## src/core/drc_cfg.svh

```systemverilog
// Timing constants and field layout for the dram cycle controller
`ifndef DRC_CFG_SVH
`define DRC_CFG_SVH
`define DRC_CLK_PERIOD_PS       8000
`define DRC_T_RAC_NS            120
`define DRC_T_CAC_NS            65
`define DRC_T_RP_NS             90
`define DRC_T_RAS_NS            120
`define DRC_T_CAS_NS            65
`define DRC_T_RAH_NS            20
`define DRC_T_CWL_NS            40
`define DRC_T_RWL_NS            40
`define DRC_T_CP_NS             45
`define DRC_T_RAS_MAX_NS        10000
`define DRC_T_REFI_NS           15600
`define DRC_T_IDLE_NS           2000000
`define DRC_T_PAUSE_NS          100000
`define DRC_WAKE_CYCLES         8
`define DRC_ROW_BITS            8
`define DRC_COL_BITS            8
`define DRC_REF_ROWS            128
// Least times round up, longest times round down
`define DRC_CYC_MIN(ns) ((((ns) * 1000) + `DRC_CLK_PERIOD_PS - 1) / `DRC_CLK_PERIOD_PS)
`define DRC_CYC_MAX(ns) (((ns) * 1000) / `DRC_CLK_PERIOD_PS)
`endif

```

## src/core/drc_pkg.sv

```systemverilog
// Types for the dram cycle controller
`default_nettype none
package drc_pkg;
  typedef enum logic [9:0] {
    DRC_ST_PAUSE  = 10'b00_0000_0001,
    DRC_ST_IDLE   = 10'b00_0000_0010,
    DRC_ST_ROW    = 10'b00_0000_0100,
    DRC_ST_RAH    = 10'b00_0000_1000,
    DRC_ST_COL    = 10'b00_0001_0000,
    DRC_ST_WRITE  = 10'b00_0010_0000,
    DRC_ST_COLPRE = 10'b00_0100_0000,
    DRC_ST_RASACT = 10'b00_1000_0000,
    DRC_ST_PRE    = 10'b01_0000_0000,
    DRC_ST_WAKE   = 10'b10_0000_0000
  } drc_state_t;
  typedef enum logic [1:0] {
    DRC_OP_READ  = 2'h0,
    DRC_OP_WRITE = 2'h1,
    DRC_OP_RMW   = 2'h2
  } drc_op_t;
endpackage
`default_nettype wire

```

## src/core/drc_ctrl.sv

```systemverilog
// Host-side controller driving strobes, address and data of a 64K x 1 dram
`default_nettype none
`include "drc_cfg.svh"
module drc_ctrl #(
  parameter int unsigned PAUSE_CYC = `DRC_CYC_MIN(`DRC_T_PAUSE_NS),
  parameter int unsigned REFI_CYC  = `DRC_CYC_MAX(`DRC_T_REFI_NS),
  parameter int unsigned IDLE_CYC  = `DRC_CYC_MAX(`DRC_T_IDLE_NS),
  parameter int unsigned RASMX_CYC = `DRC_CYC_MAX(`DRC_T_RAS_MAX_NS)
) (
  input  wire logic            clk_sys,
  input  wire logic            rst_n,
  input  wire logic            req_valid,
  output logic                 req_ready,
  input  wire drc_pkg::drc_op_t req_op,
  input  wire logic [7:0]      req_row,
  input  wire logic [7:0]      req_col,
  input  wire logic            req_wdata,
  input  wire logic            req_page,
  output logic                 rsp_valid,
  output logic                 rsp_rdata,
  output logic                 init_done,
  output logic                 row_strobe_n,
  output logic                 column_strobe_n,
  output logic                 write_enable_n,
  output logic [7:0]           mem_addr,
  output logic                 mem_din,
  input  wire logic            mem_dout
);
  localparam int unsigned RAH_CYC = `DRC_CYC_MIN(`DRC_T_RAH_NS);
  localparam int unsigned CAC_CYC = `DRC_CYC_MIN(`DRC_T_RAC_NS);
  localparam int unsigned CAS_CYC = `DRC_CYC_MIN(`DRC_T_CAS_NS);
  localparam int unsigned CWL_CYC = `DRC_CYC_MIN(`DRC_T_CWL_NS);
  localparam int unsigned RWL_CYC = `DRC_CYC_MIN(`DRC_T_RWL_NS);
  localparam int unsigned RP_CYC  = `DRC_CYC_MIN(`DRC_T_RP_NS);
  localparam int unsigned CP_CYC  = `DRC_CYC_MIN(`DRC_T_CP_NS);
  localparam int unsigned RAS_CYC = `DRC_CYC_MIN(`DRC_T_RAS_NS);
  // Page guard leaves room for one more column access and the write lead
  localparam int unsigned PAGE_GUARD = CAC_CYC + CWL_CYC + CP_CYC + 4;

  ////////////////////////////////////////////////////////////////////////////
  // State
  drc_pkg::drc_state_t st_q, st_d;
  drc_pkg::drc_op_t    op_q, op_d;
  logic       ras_n_q, ras_n_d, cas_n_q, cas_n_d, we_n_q, we_n_d;
  logic [7:0] addr_q, addr_d;
  logic       din_q, din_d, rdata_q, rdata_d, rvld_q, rvld_d;
  logic       refr_q, refr_d, init_q, init_d;
  logic [6:0] rrow_q, rrow_d;
  logic [3:0] wake_q, wake_d;
  logic [7:0] row_q, row_d;
  logic [15:0] ref_cnt_q, ref_cnt_d;
  logic [17:0] idle_cnt_q, idle_cnt_d;
  logic [11:0] ras_age_q, ras_age_d;
  logic       ref_due;
  logic       t_load, t_done;
  logic [15:0] t_val;
  logic [7:0] req_col_q, req_col_d;
  logic       pause_arm_q;

  drc_timer #(.W(16)) u_timer (
    .clk_sys (clk_sys),
    .rst_n   (rst_n),
    .load    (t_load),
    .value   (t_val),
    .done    (t_done)
  );

  assign ref_due   = (ref_cnt_q == '0);
  // Page hit: same row, row still open and far from its maximum active time
  logic page_ok;
  assign page_ok = req_valid && req_page && !refr_q && (req_row == row_q)
                   && (32'(ras_age_q) + PAGE_GUARD < RASMX_CYC);
  // Ready in idle, or at the end of column precharge when a page hit is taken
  assign req_ready = ((st_q == drc_pkg::DRC_ST_IDLE) && init_q && !ref_due
                      && (idle_cnt_q != '0))
                     || ((st_q == drc_pkg::DRC_ST_COLPRE) && t_done && page_ok);

  ////////////////////////////////////////////////////////////////////////////
  // Next-state logic for the cycle sequencer
  always_comb begin
    st_d = st_q;  op_d = op_q;
    ras_n_d = ras_n_q;  cas_n_d = cas_n_q;  we_n_d = we_n_q;
    addr_d = addr_q;  din_d = din_q;  rdata_d = rdata_q;  rvld_d = 1'b0;
    refr_d = refr_q;  init_d = init_q;  rrow_d = rrow_q;  wake_d = wake_q;
    row_d = row_q;
    t_load = 1'b0;  t_val = '0;
    ref_cnt_d = (ref_cnt_q != '0) ? ref_cnt_q - 16'h0001 : ref_cnt_q;
    idle_cnt_d = (idle_cnt_q != '0) ? idle_cnt_q - 18'h0_0001 : idle_cnt_q;
    ras_age_d = ras_n_q ? 12'h000 : ras_age_q + 12'h001;
    case (st_q)
      drc_pkg::DRC_ST_PAUSE: begin
        // Power-up pause loaded once, straight after reset
        if (pause_arm_q) begin
          t_load = 1'b1;  t_val = 16'(PAUSE_CYC);
        end else if (t_done) begin
          st_d = drc_pkg::DRC_ST_WAKE;  wake_d = 4'h0;
        end
      end
      drc_pkg::DRC_ST_WAKE: begin
        // Row-strobe-only cycles with column strobe high
        if (t_done) begin
          if (wake_q == 4'(`DRC_WAKE_CYCLES)) begin
            st_d = drc_pkg::DRC_ST_IDLE;  init_d = 1'b1;
            idle_cnt_d = 18'(IDLE_CYC);
          end else begin
            st_d = drc_pkg::DRC_ST_ROW;  refr_d = 1'b1;
            addr_d = {1'b0, rrow_q};
          end
        end
      end
      drc_pkg::DRC_ST_IDLE: begin
        if (idle_cnt_q == '0) begin
          st_d = drc_pkg::DRC_ST_WAKE;  wake_d = 4'h0;  init_d = 1'b0;
        end else if (ref_due) begin
          // Strobe-only refresh of the next counted row
          st_d = drc_pkg::DRC_ST_ROW;  refr_d = 1'b1;  addr_d = {1'b0, rrow_q};
        end else if (req_valid) begin
          st_d = drc_pkg::DRC_ST_ROW;  refr_d = 1'b0;  op_d = req_op;
          addr_d = req_row;  row_d = req_row;  din_d = req_wdata;
          we_n_d = (req_op != drc_pkg::DRC_OP_WRITE);
        end
      end
      drc_pkg::DRC_ST_ROW: begin
        // Address stood a cycle already; now the row strobe falls
        ras_n_d = 1'b0;  st_d = drc_pkg::DRC_ST_RAH;
        t_load = 1'b1;  t_val = 16'(RAH_CYC);
      end
      drc_pkg::DRC_ST_RAH: begin
        if (t_done) begin
          if (refr_q) begin
            st_d = drc_pkg::DRC_ST_RASACT;
            t_load = 1'b1;  t_val = 16'(RAS_CYC);
          end else begin
            // Switch to column address after the row hold
            addr_d = req_col_q;  st_d = drc_pkg::DRC_ST_COL;
          end
        end
      end
      drc_pkg::DRC_ST_COL: begin
        // Column strobe falls with write enable already settled
        cas_n_d = 1'b0;  st_d = drc_pkg::DRC_ST_WRITE;
        t_load = 1'b1;
        t_val = 16'(CAC_CYC > CAS_CYC ? CAC_CYC : CAS_CYC);
      end
      drc_pkg::DRC_ST_WRITE: begin
        if (t_done) begin
          if (op_q == drc_pkg::DRC_OP_RMW && we_n_q) begin
            // Read first, then write enable falls at the same cell
            rdata_d = mem_dout;  rvld_d = 1'b1;  we_n_d = 1'b0;
            t_load = 1'b1;
            t_val = 16'(CWL_CYC > RWL_CYC ? CWL_CYC : RWL_CYC);
          end else begin
            if (op_q == drc_pkg::DRC_OP_READ) begin
              rdata_d = mem_dout;  rvld_d = 1'b1;
            end
            // Release column strobe and raise write enable in the same cycle, for every operation
            cas_n_d = 1'b1;  we_n_d = 1'b1;  st_d = drc_pkg::DRC_ST_COLPRE;
            t_load = 1'b1;  t_val = 16'(CP_CYC);
          end
        end
      end
      drc_pkg::DRC_ST_COLPRE: begin
        if (t_done) begin
          if (page_ok) begin
            // Next page column with any operation type
            op_d = req_op;  addr_d = req_col;  din_d = req_wdata;
            we_n_d = (req_op != drc_pkg::DRC_OP_WRITE);
            st_d = drc_pkg::DRC_ST_COL;
          end else if (32'(ras_age_q) >= RAS_CYC) begin
            ras_n_d = 1'b1;  st_d = drc_pkg::DRC_ST_PRE;
            t_load = 1'b1;  t_val = 16'(RP_CYC);
          end
        end
      end
      drc_pkg::DRC_ST_RASACT: begin
        if (t_done) begin
          ras_n_d = 1'b1;  st_d = drc_pkg::DRC_ST_PRE;
          t_load = 1'b1;  t_val = 16'(RP_CYC);
          rrow_d = rrow_q + 7'h01;
          if (!init_q) begin
            wake_d = wake_q + 4'h1;
          end else begin
            ref_cnt_d = 16'(REFI_CYC);
          end
        end
      end
      drc_pkg::DRC_ST_PRE: begin
        if (t_done) begin
          refr_d = 1'b0;
          if (!init_q) begin
            st_d = drc_pkg::DRC_ST_WAKE;
          end else begin
            st_d = drc_pkg::DRC_ST_IDLE;  idle_cnt_d = 18'(IDLE_CYC);
          end
        end
      end
      default: st_d = drc_pkg::DRC_ST_PAUSE;
    endcase
    if (st_q == drc_pkg::DRC_ST_IDLE && req_valid && req_ready) begin
      req_col_d = req_col;
    end else begin
      req_col_d = req_col_q;
    end
  end

  ////////////////////////////////////////////////////////////////////////////
  // Registers of the sequencer
  always_ff @(posedge clk_sys) begin
    if (!rst_n) begin
      st_q <= drc_pkg::DRC_ST_PAUSE;  op_q <= drc_pkg::DRC_OP_READ;
      ras_n_q <= 1'b1;  cas_n_q <= 1'b1;  we_n_q <= 1'b1;
      addr_q <= 8'h00;  din_q <= 1'b0;  rdata_q <= 1'b0;  rvld_q <= 1'b0;
      refr_q <= 1'b0;  init_q <= 1'b0;  rrow_q <= 7'h00;  wake_q <= 4'h0;
      row_q <= 8'h00;  ref_cnt_q <= 16'(REFI_CYC);  idle_cnt_q <= 18'h0_0000;
      ras_age_q <= 12'h000;  req_col_q <= 8'h00;
    end else begin
      st_q <= st_d;  op_q <= op_d;
      ras_n_q <= ras_n_d;  cas_n_q <= cas_n_d;  we_n_q <= we_n_d;
      addr_q <= addr_d;  din_q <= din_d;  rdata_q <= rdata_d;  rvld_q <= rvld_d;
      refr_q <= refr_d;  init_q <= init_d;  rrow_q <= rrow_d;  wake_q <= wake_d;
      row_q <= row_d;  ref_cnt_q <= ref_cnt_d;  idle_cnt_q <= idle_cnt_d;
      ras_age_q <= ras_age_d;  req_col_q <= req_col_d;
    end
  end

  // Power-up pause is loaded into the shared timer straight after reset
  always_ff @(posedge clk_sys) begin
    if (!rst_n) begin
      pause_arm_q <= 1'b1;
    end else begin
      pause_arm_q <= 1'b0;
    end
  end

  assign row_strobe_n    = ras_n_q;
  assign column_strobe_n = cas_n_q;
  assign write_enable_n  = we_n_q;
  assign mem_addr        = addr_q;
  assign mem_din         = din_q;
  assign rsp_valid       = rvld_q;
  assign rsp_rdata       = rdata_q;
  assign init_done       = init_q;
endmodule
`default_nettype wire

```

## src/core/drc_timer.sv

```systemverilog
// Loadable down counter used for every strobe timing interval except the row active age kept in ras_age_q
`default_nettype none
module drc_timer #(
  parameter int W = 16
) (
  input  wire logic         clk_sys,
  input  wire logic         rst_n,
  input  wire logic         load,
  input  wire logic [W-1:0] value,
  output logic              done
);
  logic [W-1:0] cnt_q;
  logic [W-1:0] cnt_d;

  // Next count: load wins over counting
  always_comb begin
    cnt_d = cnt_q;
    if (load) begin
      cnt_d = value;
    end else if (cnt_q != '0) begin
      cnt_d = cnt_q - W'(1);
    end
  end

  // Counter register
  always_ff @(posedge clk_sys) begin
    if (!rst_n) begin
      cnt_q <= '0;
    end else begin
      cnt_q <= cnt_d;
    end
  end

  // Done looks at the count only, so a caller may load on done without a loop
  assign done = (cnt_q == '0);
endmodule
`default_nettype wire

```

## config.mk

```make
export PLATFORM = sky130hd
export DESIGN_NAME = drc_ctrl
export DESIGN_NICKNAME = d
export VERILOG_FILES = /design/src/core/drc_pkg.sv /design/src/core/drc_ctrl.sv /design/src/core/drc_timer.sv
export VERILOG_INCLUDE_DIRS = /design/src /design/src/core
export SDC_FILE = /design/constraint.sdc
export NUM_CORES = 1
export LEC_CHECK = 0
export ABC_AREA = 1
export BUFFER_PORTS_ARGS = -buffer_cell sky130_fd_sc_hd__buf_2
export CORE_ASPECT_RATIO = 1.25
export CORE_MARGIN = 10
export CORE_UTILIZATION = 57
export DETAILED_ROUTE_END_ITERATION = 16
export PLACE_DENSITY = 0.87
export SLEW_MARGIN = 15
export SYNTH_ARGS = -nofsm -noshare
export SYNTH_HDL_FRONTEND = slang
export SYNTH_SLANG_ARGS = --single-unit
```

## constraint.sdc

```tcl
create_clock -name clk_sys -period 5.9 [get_ports clk_sys]
set_clock_uncertainty 0.2 [all_clocks]
set_input_delay 0 -clock clk_sys [delete_from_list [all_inputs] [get_ports clk_sys]]
set_output_delay 0 -clock clk_sys [all_outputs]
set_load 0.05 [all_outputs]
```

# Yosys cells after proc, flatten, opt, wreduce, memory -nomap -nowiden
# Cells that the tools add are included.
classes:
  order_cmp: 2
  muxes: 108
  eq_ne: 37
  n_bitwise: 3
  add_sub_neg: 7
  n_reduce_logical: 48
ops:
  columns: ["op", "count"]
  rows:
  - ["10-bit 2-to-1 mux", 15]
  - ["10-bit one-hot mux with 10 select lines", 1]
  - ["14-bit one-hot mux with 7 select lines", 1]
  - ["16-bit 2-to-1 mux", 6]
  - ["18-bit 2-to-1 mux", 5]
  - ["8-bit 2-to-1 mux", 10]
  - ["4-bit 2-to-1 mux", 11]
  - ["1-bit 2-to-1 mux", 39]
  - ["2-bit inequality test (second input constant)", 19]
  - ["18-bit one-hot mux with 2 select lines", 1]
  - ["16-bit zero test", 2]
  - ["8-bit one-hot mux with 4 select lines", 1]
  - ["16-bit nonzero test", 2]
  - ["16-bit by 1-bit subtractor with 16-bit output (second input constant)", 2]
  - ["18-bit zero test", 1]
  - ["6-bit AND reduction", 3]
  - ["18-bit nonzero test", 1]
  - ["18-bit by 1-bit subtractor with 18-bit output (second input constant)", 1]
  - ["14-bit 2-to-1 mux", 1]
  - ["12-bit by 5-bit adder with 13-bit output (second input constant)", 1]
  - ["13-bit by 11-bit < comparator with 1-bit output (second input constant)", 1]
  - ["12-bit by 1-bit adder with 12-bit output (second input constant)", 1]
  - ["12-bit by 4-bit >= comparator with 1-bit output (second input constant)", 1]
  - ["1-bit logical AND", 12]
  - ["41 further kinds", 67]
totals:
  reg_bits: 118
  in_bits: 24
  wordCells: 225
  out_inout_bits: 16

# Logic depth before layout (Yosys ltp)
# Gate-level depths: netlist (run 1).
logic_depth:
  depth_word: 8
  depth_mapped: 16

# By module
# A second synthesis (run 1) with hierarchy kept.
unflattened:
  cells_unflattened: 1037
  area_unflattened_um2: 6836.6
modules_own_cells:
  columns: ["mod", "n_inst", "seq_area_each_um2", "cells_per_inst", "area_each_um2"]
  rows:
  - ["drc_ctrl", 1, 2042.0, 859, 5721.7]
  - ["drc_timer", 1, 320.3, 178, 1114.8]

# Least setup slack after synthesis (run 1)
# Ideal clock, no wire load.
synth_timing:
  kind: "register -> register"
  from: "register st_q[2]"
  to: "register req_col_q[0]"
  path_stages_with_launch: 10
  synth_period_minus_slack_ns: 2.381
  setup_time_ns: 0.113
  path_slack_ns: 3.519
  required_ns: 5.587
  arrival_ns: 2.068
  cell_sequence: "dfxtp_1 > nor2_2 > nand2_4 > nor3_4 > nand4_4 > o21ai_2 > nand2_2 > buf_6 > nor2_1 > nor2_1"
synth_between:
  elab_chain_len: 6
  elab_cells_between_ends: 10
synth_rtl:
  columns: ["item", "line", "rtl"]
  rows:
  - ["from (decl)", "drc_ctrl.sv:42", "drc_pkg::drc_state_t st_q, st_d;"]
  - ["from (signal assigned)", "drc_ctrl.sv:210", "st_q <= drc_pkg::DRC_ST_PAUSE; op_q <= drc_pkg::DRC_OP_READ;"]
  - ["from (signal assigned)", "drc_ctrl.sv:217", "st_q <= st_d; op_q <= op_d;"]
  - ["10-bit by 2-bit equality test with 1-bit output", "drc_ctrl.sv:74", "assign req_ready = ((st_q == drc_pkg::DRC_ST_IDLE) && init_q && !ref_due"]
  - ["1-bit logical AND (2 in a row)", "drc_ctrl.sv:74", null]
  - ["1-bit logical AND", "drc_ctrl.sv:75", "&& (idle_cnt_q != '0))"]
  - ["1-bit logical OR (*)", "drc_ctrl.sv:76", "|| ((st_q == drc_pkg::DRC_ST_COLPRE) && t_done && page_ok);"]
  - ["via req_ready", "drc_ctrl.sv:13", "output logic req_ready,"]
  - ["1-bit logical AND (*)", "drc_ctrl.sv:199", "if (st_q == drc_pkg::DRC_ST_IDLE && req_valid && req_ready) begin"]
  - ["to (signal assigned)", "drc_ctrl.sv:222", "ras_age_q <= ras_age_d; req_col_q <= req_col_d;"]
  - ["to (decl)", "drc_ctrl.sv:57", "logic [7:0] req_col_q, req_col_d;"]
# The timed path passes the listed nets; every way through them passes the cells marked *.
# A chain may end at the register's enable or synchronous reset.

# Worst setup path in the final report (run 1)
layout_timing:
  from: "register u_timer.cnt_q[0]"
  to: "register u_timer.cnt_q[3]"
layout_between:
  elab_chain_len: 4
  elab_cells_between_ends: 14
layout_rtl:
  columns: ["item", "line", "rtl"]
  rows:
  - ["from (decl)", "drc_timer.sv:12", "logic [W-1:0] cnt_q;"]
  - ["from (signal assigned)", "drc_timer.sv:30", "cnt_q <= cnt_d;"]
  - ["branches (longest 4 deep; another with 16-bit by 1-bit subtractor with 16-bit output)", null, null]
# Several ways; the timed one is not identified. The select of a mux whose other input is x is not followed.

==> out/results.ini, run 1 <==
[outcome]
status = finished clean

[worst_setup_path]
cp_data_arrival_time_ps = 2790
path_buf_inv = 2
path_cells = inv_1, ha_1, nand2_1, nor2_2, nand4_4, inv_1, o21ai_1, nand3_1, nor2_1, nor2_1, nor2_1
start_kind = register
path_class = register to register
path_common_cell = nor2_1
cp_max_fo = 15
crit_required_ps = 6000
crit_family = simple AND/OR/NAND/NOR gates
endpoint_kind = register
critPathSlowestCell = dfxtp_1
cp_slowest_stage_delay_ps = 320

[yosys]
ys_ff_latch = 118
netlist_top_cells_area = dfxtp_1, nor2_1, nand2_1, inv_1, o21ai_0
synthMuxAreaShare_pct = 0
synthArstFlopShare_pct = 0
synthAdderAreaFrac_pct = 1.34
synth_top_area_share_pct = 36.2
synth-edff-count = 0
ys_warn_count = 0
synth_compound_area_share_pct = 12.0
syn-instance-count = 1002
synth_xor_area_share_pct = 4.43
synth_ff_type = dfxtp_1
synth_cell_types = 43
synth_nets = 1033
synth_simple_gate_area_share_pct = 36.8
ys_seq_area_share_pct = 36.2
syn-cell-area_um2 = 6520
synth_top_family_by_area = simple AND/OR/NAND/NOR gates
syn_avg_cell_area_um2 = 6.51
yosys.area.top_type = dfxtp_1

[cts]
clockRootBuffer = clkbuf_16
clkTransAtPathRegs_ps = 50
cts_tree = done
numCtsBuffers = 17
clk_latency_ps = 420
clock-sinks = 118
ctsHtreeMaxLevel = 4
post_cts_buffers = 0
clk_path_buf_depth = 2
cts_resized = 0
cts_hold_buf = 20

[detailed_routing]
vias_per_cell = 5.50
totalWireLength_um = 16700
post_drt_wl_per_cell_um = 13.7
dr.pass1.iters = 6
vias = 6702
dr.first_iter.drc_count = 755
drc = 0
drtAntennaViolNets = 0

[placed_design]
gp_congestion = 0.929
hpwl_um = 11500
port_buffers = 39
dp_slack_ps = 3190

[die]
dieWidth_um = 116
fp.coreArea_um2 = 11100
die_area_um2 = 16100
placement_rows = 43
die_h_um = 140
start_util_pct = 58.5
io_pins = 40

[grt]
grt_max_degree = 52
gr-total-overflow = 0
antenna_found_initial = 1
grt_pass1_vias = 6249
grt_usage_pct = 20.8
grt_first_pass_wirelength_um = 27800

[final_layout]
layout_commonest_cell = nor2_1
regArea_um2 = 2360
nets = 1100
utilization_pct = 68.9
multiInputGateArea_um2 = 3560
layout_common_cells = nor2_1, nand2_1, inv_1
layout-drive-gt1-share_pct = 9.43
fillerInstances = 871
area_delta_synth_final_pct = 17.6

[min_path]
hp-class = input pin to register

[sta]
fmax_mhz = 373
fin_crit_ps = 2680
tightest_slew_ps = 943
finalMaxSlewViolations = 0
rsz0062_at_grt = false
timing.final.crit_share_pct = 45.5
finalWorstSetupSlack_ps = 3220
slew_headroom_pct = 37.2
setup_violations = 0
fin_tns_setup_ps = 0
whs_ps = 39.3
hold_viol_final = 0

[pwr]
powerDensity_nw_per_um2 = 450
power_mw = 3.45
ir_worst_vdd_uv = 254
p_leak_nw = 3.45

[job]
maxCapViolCount = 0

-- cells in the mapped netlist (2+ instances only) --
cell      count
o21ai_0      72
nand4_1      29
clkinv_1      3
o211ai_1      6
a31oi_1       2
dfxtp_1     118
nor2_1      202
a211oi_1      4
nand3b_1      3
inv_1       136
nand4_4       2
nor3_1       27
clkbuf_1      6
nand2_1     185
inv_2         4
nor2_2        8
xnor2_1      13
nor2_4        4
a21oi_1      56
nor4_1        3
xor2_1       20
nand3_2       2
buf_2         4
or2_2         2
nand2_2       3
and3_1        2
nand3_1      64
ha_1          7
-- layer usage --
metal,global-route usage [%],wire [um]
met4,10.2,582
met2,35.8,8320
met3,4.52,995
met5,0,0
met1,23.5,6840
-- cell type report --
type	count	area share, %
multi-input cells	728	46.4
diodes	1	0.0326
well taps	135	2.20
clock inverters	11	2.25
repair buffers	60	5.25
clock buffers	21	6.00
flip-flops and latches	118	30.8
inverters	144	7.08
-- worst paths after layout --
check / from / to / slack [ps] / cells past startpoint
worst min-delay path: rst_n / row_strobe_n$_SDFFE_PN1P_ / 40 / 2
worst max-delay path: u_timer.cnt_q[0]$_SDFFE_PN0P_ / u_timer.cnt_q[3]$_SDFFE_PN0P_ / 3220 / 11
worst max register to register: u_timer.cnt_q[0]$_SDFFE_PN0P_ / u_timer.cnt_q[3]$_SDFFE_PN0P_ / 3220 / 11
worst min register to register: ras_age_q[0]$_SDFF_PP0_ / ras_age_q[0]$_SDFF_PP0_ / 260 / 1
-- worst register-to-register path, stage by stage, from the launching register on --
cell and delay, ps:
dfxtp_1 320, inv_1 120, ha_1 210, nand2_1 140
nor2_2 270, nand4_4 290, inv_1 290, o21ai_1 220
nand3_1 280, nor2_1 80, nor2_1 100, nor2_1 50
-- stage by stage --
| step | cell area (um2) | std cells |
|---|---|---|
| finish | 7670 | 1218 |
| global placement | 6830 | 1165 |
| global route | 7670 | 1218 |
| detailed placement | 6830 | 1165 |
| floorplan | 6520 | 1002 |
| CTS | 7670 | 1217 |
-- cells by family after synthesis --
logic type	Yosys count
compound gates	147
xor+xnor	33
fa+ha+maj	7
buf+inv	156
flops	118
simple gates	541
-- report_power, final --
group	internal, mW	switching, mW
Sequential	0.930	0.111
Clock	0.730	0.376
Combinational	0.432	0.869
Total	2.09	1.36
-- flip-flops by register name, indices dropped and copies added (netlist names), 2 cells and up --
signal	flops
ref_cnt_q	16
st_q	10
row_q	8
rrow_q	7
req_col_q	8
mem_addr	8
ras_age_q	12
wake_q	4
idle_cnt_q	18
op_q	2
u_timer.cnt_q	16
No activity file was read; power rests on OpenSTA's default activity.
==> inputs of run 2 (changes only) <==
CORE_UTILIZATION = 55   (was 57)
PLACE_DENSITY = 0.88   (was 0.87)
clock period = 2.3 ns   (was 5.9 ns; I/O delays follow)
==> run 2 against run 1 <==
  * Hold slack better by 35 ps
  * Routed wire length is 34% higher
  * Utilization is 5.0 points higher
  * Sequential power grew to 2.6 times the previous value
  * The run now ends with negative setup slack left
  * Worst setup slack worse by 3300 ps
==> out/results.ini, run 2 (synthesis results as in run 1) <==
[worst_setup_path]
cp_max_fo = 5
crit_required_ps = 2420
crit_family = simple AND/OR/NAND/NOR gates
cp_data_arrival_time_ps = 2520
path_common_cell = nand2_1
endpoint_kind = register
path_class = register to register
start_kind = register
path_cells = nand2_1, nor2_2, nand3_1, nand3_1, nand3_2, nand2_1, inv_1, nand2_1, nand3_4, nor2_4, nand2_1, nand2_1, nor2_1
critPathSlowestCell = dfxtp_1
path_buf_inv = 1
cp_slowest_stage_delay_ps = 390

[sta]
timing.final.crit_share_pct = 104
fin_tns_setup_ps = -596
setup_violations = 16
slew_headroom_pct = 60.5
whs_ps = 74.6
finalWorstSetupSlack_ps = -95.7
hold_viol_final = 0
tightest_slew_ps = 588
finalMaxSlewViolations = 0
fin_crit_ps = 2400
rsz0062_at_grt = true
fmax_mhz = 417

[placed_design]
port_buffers = 39
hpwl_um = 12100
dp_slack_ps = -46.1
gp_congestion = 0.929
place_area_um2 = 7190

[pwr]
powerDensity_nw_per_um2 = 1160
power.share.switching_pct = 42.4
seq_power_share_pct = 27.4
pwr-share-comb_pct = 46.3
ir_worst_vdd_uv = 725
p_sw_mw = 4.21
power_mw = 9.93
pwr-share-clk_pct = 26.4
p_leak_nw = 3.81
p_int_mw = 5.72

[detailed_routing]
vias_per_cell = 5.95
totalWireLength_um = 22400
drtAntennaViolNets = 0
drc = 0
vias = 7829
post_drt_wl_per_cell_um = 17.0
dr.first_iter.drc_count = 1089
dr.pass1.iters = 9

[grt]
grt_usage_pct = 21.9
gr-total-overflow = 0
grt_first_pass_wirelength_um = 30600
grt_pass1_vias = 6788
grt_max_degree = 51
antenna_found_initial = 0

[die]
start_util_pct = 56.1
placement_rows = 44
fp.coreArea_um2 = 11600
die_area_um2 = 16600
io_pins = 40
die_h_um = 142
dieWidth_um = 117

[final_layout]
antenna_cells = 0
multiInputGateArea_um2 = 3910
layout-drive-gt1-share_pct = 21.5
layout_commonest_cell = nor2_1
final_area_um2 = 8580
top_regs = idle_cnt_q: 18 flops, ref_cnt_q: 16 flops, u_timer.cnt_q: 16 flops
nets = 1172
max_flop_register = idle_cnt_q
regArea_um2 = 2370
area_delta_synth_final_pct = 31.7
largest_reg_flops = 18
fillerInstances = 741
layout_common_cells = nor2_1, nand2_1, inv_1

[cts]
clk_path_buf_depth = 2
clock-sinks = 118
clockRootBuffer = clkbuf_16
ctsHtreeMaxLevel = 4
numCtsBuffers = 17
clkTransAtPathRegs_ps = 60
clk_latency_ps = 430
cts_tree = done

[min_path]
hp-class = input pin to register

[outcome]
status = complete, but fails checks
violations = negative setup slack

[job]
maxCapViolCount = 0

==> run 2: power by group through the flow <==
stage                     clock (mW)  sequential (mW)  combinational (mW)
after detailed placement           0             2.70                3.50
after CTS                       2.61             2.67                3.81
after global placement             0             2.69                3.42
after global routing            2.72             2.75                4.97
after floorplan                    0             2.75                2.52
final                           2.62             2.72                4.59
==> run 2: path summary, 6_finish.rpt <==
check	to	slack, ps	start	cells after the start
worst max-delay path	st_q[1]$_SDFFE_PN0P_	-100	ras_age_q[8]$_SDFF_PP0_	13
worst min-delay path	req_col_q[6]$_SDFFE_PN0P_	70	req_valid	6
worst max register to register	st_q[1]$_SDFFE_PN0P_	-100	ras_age_q[8]$_SDFF_PP0_	13
worst min register to register	ras_age_q[0]$_SDFF_PP0_	250	ras_age_q[0]$_SDFF_PP0_	1
==> run 2: per-layer routing <==
layer	wire length (um)	share of wire [%]	global-route usage (%)
met4	1870	8.3	14.4
met3	2290	10	5.48
met1	7770	35	23.3
met2	10500	47	37.9
met5	0	0	0
==> run 2: worst min-delay path, delay by kind of cell <==
kind                   cells  cell delay, ps
buffers and inverters      2             260
and+or+nand+nor            4             400
==> run 2: final cells by class <==
cell class / count / share of cell area, %
inverter: 144 / 6.46
clock inverter: 12 / 1.49
sequential: 118 / 27.6
timing repair buffer: 130 / 11.3
tap: 161 / 2.35
multi-input combinational: 730 / 45.5
clock buffer: 20 / 5.20
==> run 2: timing repair <==
action                     CTS  global route
gates cloned                 1             2
buffers inserted            14            13
hold buffers                21             0
gates resized for setup     23           101
hold endpoints to repair    58             0
pin swaps                   12            24
setup endpoints to repair   27            88
==> run 2: through the flow <==
stage	cells	utilization, %
2_1_floorplan	1002	-
3_3_place_gp	1232	61.9
3_5_place_dp	1232	61.9
4_1_cts	1300	70.1
5_1_grt	1315	73.9
6_report	1315	73.9
